**config.mk**
```make
export PLATFORM = sky130hd
export DESIGN_NAME = emac_wake_collision
export DESIGN_NICKNAME = d
export VERILOG_FILES = /design/src/rtl/emac_pkg.sv /design/src/rtl/emac_wake_collision.sv /design/src/rtl/sync_bus.sv /design/src/rtl/wake_detector.sv
export VERILOG_INCLUDE_DIRS = /design/src /design/src/rtl
export SDC_FILE = /design/constraint.sdc
export NUM_CORES = 1
export LEC_CHECK = 0
export BUFFER_PORTS_ARGS = -buffer_cell sky130_fd_sc_hd__clkbuf_2
export CAP_MARGIN = 25
export CELL_PAD_IN_SITES_DETAIL_PLACEMENT = 2
export CELL_PAD_IN_SITES_GLOBAL_PLACEMENT = 2
export CORE_ASPECT_RATIO = 1.4
export CORE_MARGIN = 5
export CORE_UTILIZATION = 42
export DETAILED_ROUTE_END_ITERATION = 10
export PLACE_DENSITY_LB_ADDON = 0.1
export RECOVER_POWER = 25
export SETUP_SLACK_MARGIN = 0.05
export SLEW_MARGIN = 20
export SYNTH_ARGS = -nofsm -noshare
export SYNTH_HDL_FRONTEND = slang
export SYNTH_HIERARCHICAL = 1
export SYNTH_SLANG_ARGS = --single-unit
```
**constraint.sdc**
```tcl
create_clock -name mclk -period 9.1 [get_ports mclk]
set_input_delay 1.82 -clock mclk [delete_from_list [all_inputs] [get_ports mclk]]
set_output_delay 1.82 -clock mclk [all_outputs]
set_load 0.02 [all_outputs]
```
**src/rtl/emac_map.svh**
```systemverilog
// Register map, field positions, reset values and timing counts of the MAC block.
// Included by every design file that decodes registers or counts link nibbles.
`ifndef EMAC_MAP_SVH
`define EMAC_MAP_SVH

// ----------------------------------------------------------------------------
// Register byte offsets
// ----------------------------------------------------------------------------
`define OFS_MODE 8'h00
`define OFS_STATUS 8'h04
`define OFS_IRQ_EN 8'h08
`define OFS_PHY_PORT 8'h0c
`define OFS_DMA_MODE 8'h10
`define OFS_ADDR_LO 8'h14
`define OFS_ADDR_HI 8'h18
`define OFS_TX_CTRL 8'h1c

// ----------------------------------------------------------------------------
// Field positions
// ----------------------------------------------------------------------------
`define MODE_WAKE_DET 0
`define MODE_JAM_SFD 1
`define EV_WAKE 0
`define EV_TX_DONE 1
`define EV_COLL 2
`define PHY_CLK 0
`define PHY_DOUT 1
`define PHY_DIR 2
`define PHY_DIN 3
`define DMA_SOFT_RESET 0
`define TXC_LEN_LSB 8
`define TXC_GO 16

// ----------------------------------------------------------------------------
// Reset values and counts
// ----------------------------------------------------------------------------
`define MODE_RESET 2'h0
`define SOFT_RESET_CYCLES 5'h10
`define PRE_NIBBLES 5'h10
`define JAM_NIBBLES 4'h8
`define JAM_NIBBLE 4'h6
`define SFD_LO 4'h5
`define SFD_HI 4'hd
`define WAKE_SYNC_BYTES 3'h6
`define WAKE_REPEATS 4'hf

`endif

```
**src/rtl/emac_pkg.sv**
```systemverilog
// Types shared by the MAC block files.
// Constants live in emac_map.svh; this package holds only types.
package emac_pkg;

	typedef enum logic [4:0]
	{
		TX_IDLE = 5'b00001,
		TX_PRE = 5'b00010,
		TX_DATA = 5'b00100,
		TX_JAM = 5'b01000,
		TX_WAIT = 5'b10000
	} txState_e;

	typedef logic [2:0] event_t;

endpackage : emac_pkg

```
**src/rtl/emac_wake_collision.sv**
```systemverilog
// MAC slice: APB registers, PHY management port, wake pattern detection,
// soft reset, interrupt, and preamble-collision jam with retransmission wait.
// Assumes APB on mclk; MII pins and link clocks are asynchronous to mclk.
//
// Decided for this implementation: the register offsets and register access over APB.
`timescale 1ns/10ps
module emac_wake_collision
	import emac_pkg::*;
#(
	parameter int BACKOFF_CYCLES = 64,
	parameter int MAX_RETRIES = 15
)
(
	input wire logic mclk,
	input wire logic reset_n,
	input wire logic psel,
	input wire logic penable,
	input wire logic pwrite,
	input wire logic [7:0] paddr,
	input wire logic [31:0] pwdata,
	output logic [31:0] prdata,
	output logic pready,
	output logic pslverr,
	input wire logic txClk,
	output logic txEn,
	output logic [3:0] txd,
	input wire logic col,
	input wire logic rxClk,
	input wire logic rxDv,
	input wire logic [3:0] rxd,
	output logic mdc,
	input wire logic mdioIn,
	output logic mdioOut,
	output logic mdioOe_n,
	output logic wake_output_pin,
	output logic irq,
	input wire logic chipStandby,
	input wire logic moduleStandby
);
	`include "emac_map.svh"

	// ------------------------------------------------------------------------
	// Pin synchronisation
	// ------------------------------------------------------------------------
	logic [8:0] pinLevel;
	logic [8:0] pinRise;

	sync_bus #(.WIDTH(9)) u_sync
	(
		.mclk(mclk),
		.reset_n(reset_n),
		.pinIn({mdioIn, col, rxDv, rxd, rxClk, txClk}),
		.level(pinLevel),
		.rise(pinRise)
	);

	wire txRise = pinRise[0];
	wire rxRise = pinRise[1];
	wire [3:0] rxdSync = pinLevel[5:2];
	wire rxDvSync = pinLevel[6];
	wire colSync = pinLevel[7];
	wire mdioSync = pinLevel[8];

	// ------------------------------------------------------------------------
	// Run control and soft reset
	// ------------------------------------------------------------------------
	logic [4:0] swrCnt_ff;
	logic [1:0] mode_ff;
	logic [2:0] irqEn_ff;
	event_t status_ff;
	logic [2:0] phyPort_ff;
	logic [47:0] stationAddr_ff;
	logic [7:0] txByte_ff;
	logic [7:0] txLen_ff;
	logic txGo_ff;
	logic wake_ff;
	logic [31:0] prdata_ff;

	// module standby ignored
	// The module-standby input is deliberately left unused: the MAC cannot be stopped that way.
	wire runEn = ~chipStandby;
	wire swrActive = (swrCnt_ff != 5'h00);

	assign pready = runEn & ~swrActive;
	wire setup = psel & ~penable;
	wire access = psel & penable & pready;
	wire wrAcc = access & pwrite;

	wire selMode = (paddr == `OFS_MODE);
	wire selStatus = (paddr == `OFS_STATUS);
	wire selIrqEn = (paddr == `OFS_IRQ_EN);
	wire selPhy = (paddr == `OFS_PHY_PORT);
	wire selDma = (paddr == `OFS_DMA_MODE);
	wire selAddrLo = (paddr == `OFS_ADDR_LO);
	wire selAddrHi = (paddr == `OFS_ADDR_HI);
	wire selTxc = (paddr == `OFS_TX_CTRL);
	wire mapped = selMode | selStatus | selIrqEn | selPhy | selDma | selAddrLo | selAddrHi | selTxc;
	assign pslverr = access & ~mapped;

	wire swrStart = wrAcc & selDma & pwdata[`DMA_SOFT_RESET];
	wire wakeDetEn = mode_ff[`MODE_WAKE_DET];
	wire jamWithSfd = mode_ff[`MODE_JAM_SFD];

	always_ff @(posedge mclk or negedge reset_n)
	begin
		if (!reset_n)
			swrCnt_ff <= 5'h00;
		else if (swrStart)
			swrCnt_ff <= `SOFT_RESET_CYCLES;
		else if (swrActive && runEn)
			swrCnt_ff <= swrCnt_ff - 5'h01;
	end

	// ------------------------------------------------------------------------
	// Control registers
	// ------------------------------------------------------------------------
	// PHY bit port
	// Software toggles the management clock and data one bit at a time; no framing here.
	always_ff @(posedge mclk or negedge reset_n)
	begin
		if (!reset_n)
		begin
			mode_ff <= `MODE_RESET;
			irqEn_ff <= 3'h0;
			phyPort_ff <= 3'h0;
			stationAddr_ff <= 48'h0;
			txByte_ff <= 8'h00;
			txLen_ff <= 8'h00;
		end
		else if (swrActive)
		begin
			mode_ff <= `MODE_RESET;
			irqEn_ff <= 3'h0;
			phyPort_ff <= 3'h0;
		end
		else if (wrAcc)
		begin
			if (selMode)
				mode_ff <= pwdata[1:0];
			if (selIrqEn)
				irqEn_ff <= pwdata[2:0];
			if (selPhy)
				phyPort_ff <= pwdata[2:0];
			if (selAddrLo)
				stationAddr_ff[31:0] <= pwdata;
			if (selAddrHi)
				stationAddr_ff[47:32] <= pwdata[15:0];
			if (selTxc)
			begin
				txByte_ff <= pwdata[7:0];
				txLen_ff <= pwdata[`TXC_LEN_LSB +: 8];
			end
		end
	end

	assign mdc = phyPort_ff[`PHY_CLK];
	assign mdioOut = phyPort_ff[`PHY_DOUT];
	assign mdioOe_n = ~phyPort_ff[`PHY_DIR];

	// ------------------------------------------------------------------------
	// Wake detection
	// ------------------------------------------------------------------------
	logic wakeHit;

	wake_detector u_wake
	(
		.mclk(mclk),
		.reset_n(reset_n),
		.clear(swrActive),
		.enable(wakeDetEn & runEn),
		.nibbleStrobe(rxRise),
		.rxValid(rxDvSync),
		.rxNibble(rxdSync),
		.stationAddr(stationAddr_ff),
		.hit(wakeHit)
	);

	always_ff @(posedge mclk or negedge reset_n)
	begin
		if (!reset_n)
			wake_ff <= 1'b0;
		else if (swrActive)
			wake_ff <= 1'b0;
		else if (wakeHit)
			wake_ff <= 1'b1;
	end
	assign wake_output_pin = wake_ff;

	// ------------------------------------------------------------------------
	// Transmitter with preamble collision handling
	// ------------------------------------------------------------------------
	txState_e txState_ff;
	logic [4:0] nibCnt_ff;
	logic [8:0] dataNib_ff;
	logic [3:0] retry_ff;
	logic [15:0] backoff_ff;
	logic [3:0] nxt_txd;
	logic txDoneEv;
	logic collEv;

	wire txStart = wrAcc & selTxc & pwdata[`TXC_GO] & (txState_ff == TX_IDLE);
	wire [3:0] jamIdx = `JAM_NIBBLES - nibCnt_ff[3:0];

	always_comb
	begin
		nxt_txd = `JAM_NIBBLE;
		case (txState_ff)
			TX_PRE: nxt_txd = (nibCnt_ff == 5'h01) ? `SFD_HI : `SFD_LO;
			TX_DATA: nxt_txd = dataNib_ff[0] ? txByte_ff[7:4] : txByte_ff[3:0];
			TX_JAM:
			begin
				if (jamWithSfd && jamIdx == 4'h0)
					nxt_txd = `SFD_LO;
				else if (jamWithSfd && jamIdx == 4'h1)
					nxt_txd = `SFD_HI;
			end
			default: nxt_txd = 4'h0;
		endcase
	end

	always_ff @(posedge mclk or negedge reset_n)
	begin
		if (!reset_n)
		begin
			txState_ff <= TX_IDLE;
			nibCnt_ff <= 5'h00;
			dataNib_ff <= 9'h000;
			retry_ff <= 4'h0;
			backoff_ff <= 16'h0000;
			txEn <= 1'b0;
			txd <= 4'h0;
			txGo_ff <= 1'b0;
		end
		else if (swrActive)
		begin
			txState_ff <= TX_IDLE;
			txEn <= 1'b0;
			txd <= 4'h0;
			txGo_ff <= 1'b0;
		end
		else if (runEn)
		begin
			case (txState_ff)
				TX_IDLE:
				begin
					if (txStart)
					begin
						txState_ff <= TX_PRE;
						nibCnt_ff <= `PRE_NIBBLES;
						retry_ff <= 4'h0;
						txGo_ff <= 1'b1;
					end
				end
				TX_PRE:
				begin
					if (txRise)
					begin
						if (colSync)
						begin
							txState_ff <= TX_JAM;
							nibCnt_ff <= {1'b0, `JAM_NIBBLES};
						end
						else
						begin
							txEn <= 1'b1;
							txd <= nxt_txd;
							nibCnt_ff <= nibCnt_ff - 5'h01;
							dataNib_ff <= 9'h000;
							if (nibCnt_ff == 5'h01)
								txState_ff <= (txLen_ff == 8'h00) ? TX_JAM : TX_DATA;
						end
					end
				end
				TX_DATA:
				begin
					if (txRise)
					begin
						if (colSync)
						begin
							txState_ff <= TX_JAM;
							nibCnt_ff <= {1'b0, `JAM_NIBBLES};
						end
						else if (dataNib_ff == {txLen_ff, 1'b0})
						begin
							txEn <= 1'b0;
							txd <= 4'h0;
							txState_ff <= TX_IDLE;
							txGo_ff <= 1'b0;
						end
						else
						begin
							txd <= nxt_txd;
							dataNib_ff <= dataNib_ff + 9'h001;
						end
					end
				end
				TX_JAM:
				begin
					if (txRise)
					begin
						if (nibCnt_ff == 5'h00)
						begin
							txEn <= 1'b0;
							txd <= 4'h0;
							txState_ff <= TX_WAIT;
							backoff_ff <= 16'(BACKOFF_CYCLES);
							retry_ff <= retry_ff + 4'h1;
						end
						else
						begin
							txEn <= 1'b1;
							txd <= nxt_txd;
							nibCnt_ff <= nibCnt_ff - 5'h01;
						end
					end
				end
				TX_WAIT:
				begin
					if (retry_ff > 4'(MAX_RETRIES))
					begin
						txState_ff <= TX_IDLE;
						txGo_ff <= 1'b0;
					end
					else if (backoff_ff == 16'h0000)
					begin
						txState_ff <= TX_PRE;
						nibCnt_ff <= `PRE_NIBBLES;
					end
					else
						backoff_ff <= backoff_ff - 16'h0001;
				end
				default: txState_ff <= TX_IDLE;
			endcase
		end
	end

	assign txDoneEv = runEn & (txState_ff == TX_DATA) & txRise & ~colSync & (dataNib_ff == {txLen_ff, 1'b0});
	assign collEv = runEn & (txState_ff == TX_JAM) & txRise & (nibCnt_ff == 5'h00);

	// ------------------------------------------------------------------------
	// Status, interrupt and read-back
	// ------------------------------------------------------------------------
	wire [2:0] events = {collEv, txDoneEv, wakeHit};
	wire [2:0] w1c = (wrAcc & selStatus) ? pwdata[2:0] : 3'h0;

	// The set term is applied last so an event in the clearing cycle survives.
	always_ff @(posedge mclk or negedge reset_n)
	begin
		if (!reset_n)
			status_ff <= 3'h0;
		else if (swrActive)
			status_ff <= 3'h0;
		else
			status_ff <= (status_ff & ~w1c) | events;
	end

	assign irq = runEn & (|(status_ff & irqEn_ff));

	wire [31:0] rdMux =
		selMode ? {30'h0, mode_ff} :
		selStatus ? {29'h0, status_ff} :
		selIrqEn ? {29'h0, irqEn_ff} :
		selPhy ? {28'h0, mdioSync, phyPort_ff} :
		selDma ? {31'h0, swrActive} :
		selAddrLo ? stationAddr_ff[31:0] :
		selAddrHi ? {16'h0, stationAddr_ff[47:32]} :
		selTxc ? {15'h0, txGo_ff, txLen_ff, txByte_ff} : 32'h0;

	always_ff @(posedge mclk or negedge reset_n)
	begin
		if (!reset_n)
			prdata_ff <= 32'h0;
		else if (setup || (psel && !pwrite))
			prdata_ff <= rdMux;
	end
	assign prdata = prdata_ff;
endmodule : emac_wake_collision

```
**src/rtl/sync_bus.sv**
```systemverilog
// Two-flop synchronisers for pins from outside the mclk domain, with rise pulses.
// Assumes each pin stays stable for several mclk periods.
`timescale 1ns/10ps
module sync_bus #(parameter int WIDTH = 1)
(
	input wire logic mclk,
	input wire logic reset_n,
	input wire logic [WIDTH-1:0] pinIn,
	output logic [WIDTH-1:0] level,
	output logic [WIDTH-1:0] rise
);
	logic [WIDTH-1:0] stage1_ff;
	logic [WIDTH-1:0] stage2_ff;
	logic [WIDTH-1:0] stage3_ff;

	generate
		for (genvar i = 0; i < WIDTH; i++)
		begin : g_bit
			always_ff @(posedge mclk or negedge reset_n)
			begin
				if (!reset_n)
				begin
					stage1_ff[i] <= 1'b0;
					stage2_ff[i] <= 1'b0;
					stage3_ff[i] <= 1'b0;
				end
				else
				begin
					stage1_ff[i] <= pinIn[i];
					stage2_ff[i] <= stage1_ff[i];
					stage3_ff[i] <= stage2_ff[i];
				end
			end
			assign level[i] = stage2_ff[i];
			assign rise[i] = stage2_ff[i] & ~stage3_ff[i];
		end
	endgenerate

endmodule : sync_bus

```
**src/rtl/wake_detector.sv**
```systemverilog
// Wake pattern detector: six 0xff bytes then sixteen copies of the station address.
// Assumes synchronised receive nibbles and one strobe per receive clock rise.
`timescale 1ns/10ps
module wake_detector
	import emac_pkg::*;
(
	input wire logic mclk,
	input wire logic reset_n,
	input wire logic clear,
	input wire logic enable,
	input wire logic nibbleStrobe,
	input wire logic rxValid,
	input wire logic [3:0] rxNibble,
	input wire logic [47:0] stationAddr,
	output logic hit
);
	`include "emac_map.svh"

	logic [3:0] lowNib_ff;
	logic half_ff;
	logic [2:0] syncCnt_ff;
	logic [2:0] byteIdx_ff;
	logic [3:0] repCnt_ff;
	logic hit_ff;
	logic [7:0] addrByte;

	wire [7:0] rxByte = {rxNibble, lowNib_ff};
	wire byteDone = enable & nibbleStrobe & rxValid & half_ff;
	wire synced = (syncCnt_ff == `WAKE_SYNC_BYTES);
	wire addrMatch = synced & (rxByte == addrByte);
	wire lastByte = (byteIdx_ff == 3'h5) & (repCnt_ff == `WAKE_REPEATS);

	always_comb
	begin
		case (byteIdx_ff)
			3'h0: addrByte = stationAddr[47:40];
			3'h1: addrByte = stationAddr[39:32];
			3'h2: addrByte = stationAddr[31:24];
			3'h3: addrByte = stationAddr[23:16];
			3'h4: addrByte = stationAddr[15:8];
			default: addrByte = stationAddr[7:0];
		endcase
	end

	// Only the address inside the pattern counts; the frame's own destination is never looked at.
	always_ff @(posedge mclk or negedge reset_n)
	begin
		if (!reset_n)
		begin
			lowNib_ff <= 4'h0;
			half_ff <= 1'b0;
			syncCnt_ff <= 3'h0;
			byteIdx_ff <= 3'h0;
			repCnt_ff <= 4'h0;
			hit_ff <= 1'b0;
		end
		else if (clear || !enable || (nibbleStrobe && !rxValid))
		begin
			half_ff <= 1'b0;
			syncCnt_ff <= 3'h0;
			byteIdx_ff <= 3'h0;
			repCnt_ff <= 4'h0;
			hit_ff <= 1'b0;
		end
		else
		begin
			hit_ff <= byteDone & addrMatch & lastByte;
			if (nibbleStrobe)
			begin
				half_ff <= ~half_ff;
				if (!half_ff)
					lowNib_ff <= rxNibble;
			end
			if (byteDone && addrMatch)
			begin
				byteIdx_ff <= (byteIdx_ff == 3'h5) ? 3'h0 : byteIdx_ff + 3'h1;
				repCnt_ff <= (byteIdx_ff == 3'h5) ? repCnt_ff + 4'h1 : repCnt_ff;
				if (lastByte)
					syncCnt_ff <= 3'h0;
			end
			else if (byteDone)
			begin
				byteIdx_ff <= 3'h0;
				repCnt_ff <= 4'h0;
				if (rxByte != 8'hff)
					syncCnt_ff <= 3'h0;
				else if (!synced)
					syncCnt_ff <= syncCnt_ff + 3'h1;
			end
		end
	end

	assign hit = hit_ff;

endmodule : wake_detector

```
After elaboration in Yosys (flattened, before gate mapping). Index checks and enable logic that the tools add are counted.

Input port bits: 56. Word-level logic and storage cells: 321. Register bits: 194. Output and inout port bits: 44.

Bitwise logic cells: 51. Muxes and demuxes: 111. Reduce and logical (&&, ||, !) cells: 51. Add/subtract/negate cells: 9. Order comparisons: 1. Equal/unequal tests: 53.

Operators with widths (count): $mux W32 (6); $mux W5 (24); $mux W4 (21); $mux W16 (4); $mux W3 (18); $pmux W5 S5 (2); $mux W9 (5); $pmux W8 S5 (1); $mux W17 (2); $eq A8 B5 Y1 const B (4); $pmux W16 S2 (1); $and A1 B1 Y1 (30); $ne A3 B3 Y1 const B (9); $ne A2 B2 Y1 const B (12); $reduce_and A7 Y1 (3); $reduce_bool A2 Y1 (10); $mux W1 (18); $pmux W9 S2 (1); $eq A8 B4 Y1 const B (2); $logic_not A16 Y1 (1); $logic_not A8 Y1 (2); $pmux W4 S2 (2); $reduce_and A8 Y1 (2); $sub A16 B1 Y16 const B (1); 48 further kinds (95).

Longest topological paths before layout.
Depth after elaboration: 12. Depth in mapped cells: 14. Gate-level depth less buffers: 12.

Modules after synthesis. Netlist, hierarchy kept.

By module, submodules not included: emac_wake_collision (instances 1, sequential area each 3854.9 um^2, cells an instance 731, area an instance 7701.1 um^2); wake_detector (instances 1, sequential area each 400.4 um^2, cells an instance 181, area an instance 1571.5 um^2); sync_bus (instances 1, sequential area each 675.6 um^2, cells an instance 36, area an instance 799.5 um^2).

Least setup slack after synthesis. Ideal clock, no wire load.

Kind: input port to output port. Start point: input paddr[5]. End point: output pslverr. Stages on the path: 4. Required time: 7280 ps. Arrival: 2958 ps. Path buffers: 1. Path slack: 4322 ps. Cells stage by stage: or3_1 > or3_1 > clkbuf_1 > and4_1.

Cells in the longest elaborated chain, start to end: 10. Elaborated cells on any way between the ends: 17. Those cells by class: 7 x eq/ne; 9 x bitwise; 1 x reduce/logical.

RTL lines: from (decl) (line emac_wake_collision.sv:19) `input wire logic [7:0] paddr,`; $eq A8 B3 Y1 (no source line) or $logic_not A8 Y1 (tied branches); $or A1 B1 Y1 (6 in series) (line emac_wake_collision.sv:97) `wire mapped = selMode | selStatus | selIrqEn | selPhy | selDma | selAddrLo | selAddrHi | selTxc;`; $or A1 B1 Y1 (*) (line emac_wake_collision.sv:97); $not A1 Y1 (*) (line emac_wake_collision.sv:98) `assign pslverr = access & ~mapped;`; $and A1 B1 Y1 (*) (line emac_wake_collision.sv:98); to (decl) (line emac_wake_collision.sv:23) `output logic pslverr,`.

Every way passes the cells marked *; elsewhere a longest branch is shown, timed or not.

Worst setup path after layout.
Start point: register swrCnt_ff[0]. End point: output pslverr.

Cells in the longest elaborated chain, start to end: 5.

RTL lines: from (decl) (line emac_wake_collision.sv:67) `logic [4:0] swrCnt_ff;`; from (signal assigned) (line emac_wake_collision.sv:109) `` swrCnt_ff <= `SOFT_RESET_CYCLES; ``; from (signal assigned) (line emac_wake_collision.sv:111) `swrCnt_ff <= swrCnt_ff - 5'h01;`; $reduce_bool A5 Y1 (line emac_wake_collision.sv:82) `wire swrActive = (swrCnt_ff != 5'h00);`; $not A1 Y1 (no source line); $and A1 B1 Y1 (line emac_wake_collision.sv:84) `assign pready = runEn & ~swrActive;`; $and A1 B1 Y1 (line emac_wake_collision.sv:86) `wire access = psel & penable & pready;`; $and A1 B1 Y1 (line emac_wake_collision.sv:98).

Every way passes these cells.

==> metrics.md <==
| Metric | Value |
|---|---|
| Antenna violations before repair | 0 |
| Count of nets left with antenna violations after detail routing | 0 |
| Pin count of the biggest net entering global routing | 115 |
| Number of buffers inserted for hold repair after clock tree synthesis | 0 |
| Normalized max-slew margin | 21.1% |
| Total number of yosys warnings | 6 |
| Total number of H-tree levels | 4 |
| Via count | 7807 |
| Cell depth of the worst hold path | 0 |
| Register-to-register setup slack | 4.83 ns |
| Synthesis-to-finish area growth | 13.1% |
| Vias in the first global route | 8776 |
| CTS resizes | 0 |
| RD Place Congestion | 0.885 |
| Number of iterations in the first detailed-routing pass | 4 |
| Min-delay src | u_sync/stage1_ff[5]$_DFF_PN0_ |
| Post-synthesis cell count | 934 |
| Leftover overflow at the end of global routing | 0 |
| RR Endpoint | u_wake/repCnt_ff[0]$_DFFE_PN0P_ |
| Area of the die | 26500 sq um |
| Avg Vias per Cell | 5.89 |
| Endpoint kind of the worst setup timing path | primary output |
| Horizontal extent of the die | 139 um |
| DRT Wirelength | 30000 um |
| Kind of critical path | reg -> out |
| Pwr/cell area | 158 nW/um^2 |
| Starting density of the core | 42.4% |
| Most frequent cells in the layout | 189 x dfrtp_1, 96 x clkbuf_2, 71 x nand2_1 |
| CP arrival | 3.54 ns |
| Die Y | 191 um |
| Required time of the worst setup path | 7.28 ns |
| Lkg Pwr | 5.03 nW |
| Maximum Capacitance Violations | 0 |
| CP max FO | 27 |
| Path type of the worst min-delay path | reg -> reg |
| Number of clock sinks | 190 |
| Global-route usage over all layers | 23.2% |
| Max Buffers Root-to-Sink | 2 |
| Floorplan Core Area | 23100 sq um |
| Library cell contributing the largest single delay on the critical path | clkinvlp_2 |
| Clock latency at the later pin of the worst-skew pair | 0.45 ns |
| Setup skew after layout | 0.00916 ns |
| RSZ-0062 raised after global routing | false |
| Global-route wire length before repair | 48700 um |
| End-of-flow core utilization | 47.9% |
| Setup bufs post-CTS | 0 |
| Final critical-path required period | 5.36 ns |
| Post-synthesis net count | 1002 |
| Final Total Pwr | 1.75 mW |
| Clock slew at reported path FFs | 0.07 ns |
| Routed WL per cell | 22.7 um |
| Tightest Pin Transition | 1.18 ns |
| Status | completed |
| Most common cell after layout, fill and taps aside | dfrtp_1 |
| Number of placement rows | 66 |
| Library cell used as clock root buffer | clkbuf_16 |
| Crit start category | flop |
| Total negative slack for setup checks | 0 ns |
| F_max | 186 MHz |
| Share of layout cells above drive strength 1 | 23.7% |
| Depth of the worst register-to-register path | 10 |
| DRC violation count after routing | 0 |
| Mean instance size in the synthesized netlist | 10.5 sq um |
| Max-slew violation count | 0 |
| Final Hold Violating Endpoints | 0 |
| Portion of the clock cycle consumed by the worst path in the final layout | 58.9% |
| ANT cells | 0 |
| Worst path cell trace | inv_1, ha_1, nor4b_4, clkinvlp_2, nor2_1, and4_1, clkbuf_2 |
| CTS tree | yes |
| Count of buffers inserted at the top-level ports | 98 |
| Summed instance area of the synthesized netlist | 9800 sq um |
| Origin of the critical flop-to-flop path | swrCnt_ff[0]$_DFFE_PN0P_ |
| # setup viols final | 0 |
| Number of DRC markers after the initial detailed-route iteration | 303 |
| Count of nets after finishing | 1074 |
| HPWL after detailed placement | 21900 um |
| Number of CTS-inserted buffers | 17 |
| Largest stage delay, worst path | 0.98 ns |
| Top Ports | 100 |
| Worst VDD drop | 0.000141 V |
| Capture endpoint of the worst hold path | u_sync/level[5]$_DFF_PN0_ |
==> how the worst max path moves through the flow <==
stage	start	end	slack [ns]	depth (start not counted)
4_1_cts	paddr[5]	pslverr	4.05	5
2_1_floorplan	paddr[5]	pslverr	4.32	4
6_report	swrCnt_ff[0]$_DFFE_PN0P_	pslverr	3.74	7
5_1_grt	swrCnt_ff[0]$_DFFE_PN0P_	pslverr	3.51	7
3_5_place_dp	paddr[5]	pslverr	4.04	5
3_3_place_gp	paddr[5]	pslverr	4.08	5
==> report_power, final <==
group          switching [mW]  internal [mW]  leakage [nW]  total [mW]
Sequential             0.0184          0.860          2.60       0.879
Combinational          0.0781         0.0379          2.15       0.116
Clock                   0.343          0.409         0.282       0.752
==> state kept, by name, summed over array words and instances (netlist names), 5 cells and up <==
name and count:
swrCnt_ff 5, prdata 32, dataNib_ff 9, backoff_ff 16, stationAddr_ff 48, nibCnt_ff 5, u_sync/stage1_ff 9, txByte_ff 8
u_sync/level 9, txLen_ff 8, txState_ff 5
==> critical path, delay by kind of cell (launching register included) <==
kind	cells	cell delay, ns
simple gates	3	1.24
fa+ha+maj	1	0.19
buf+inv	3	1.24
flops	1	0.41
==> layer usage <==
| layer | track usage [%] | part of all wire, % |
|---|---|---|
| met1 | 26.4 | 40 |
| met2 | 44.1 | 55 |
| met3 | 3.44 | 2.3 |
| met4 | 7.57 | 2.4 |
| met5 | 0 | 0 |
==> metrics by stage <==
stage	hold WS, ns	cell area [sq um]	worst slack, ns	std cells
final	0.341	11100	3.74	1325
after global routing	0.353	11100	3.51	1325
after CTS	0.348	11100	4.05	1324
after detailed placement	0.336	10500	4.04	1292
after global placement	0.333	10500	4.08	1292
after floorplan	0.331	9800	4.32	934
==> area by class of cell <==
cell class	instances	area, sq um
flip-flops and latches	190	4760
well taps	306	383
clock inverters	11	106
repair buffers	107	586
clock buffers	21	480
fillers	2496	12000
inverters	24	91.3
multi-input cells	666	4680
(Power assumes the default switching activity.)
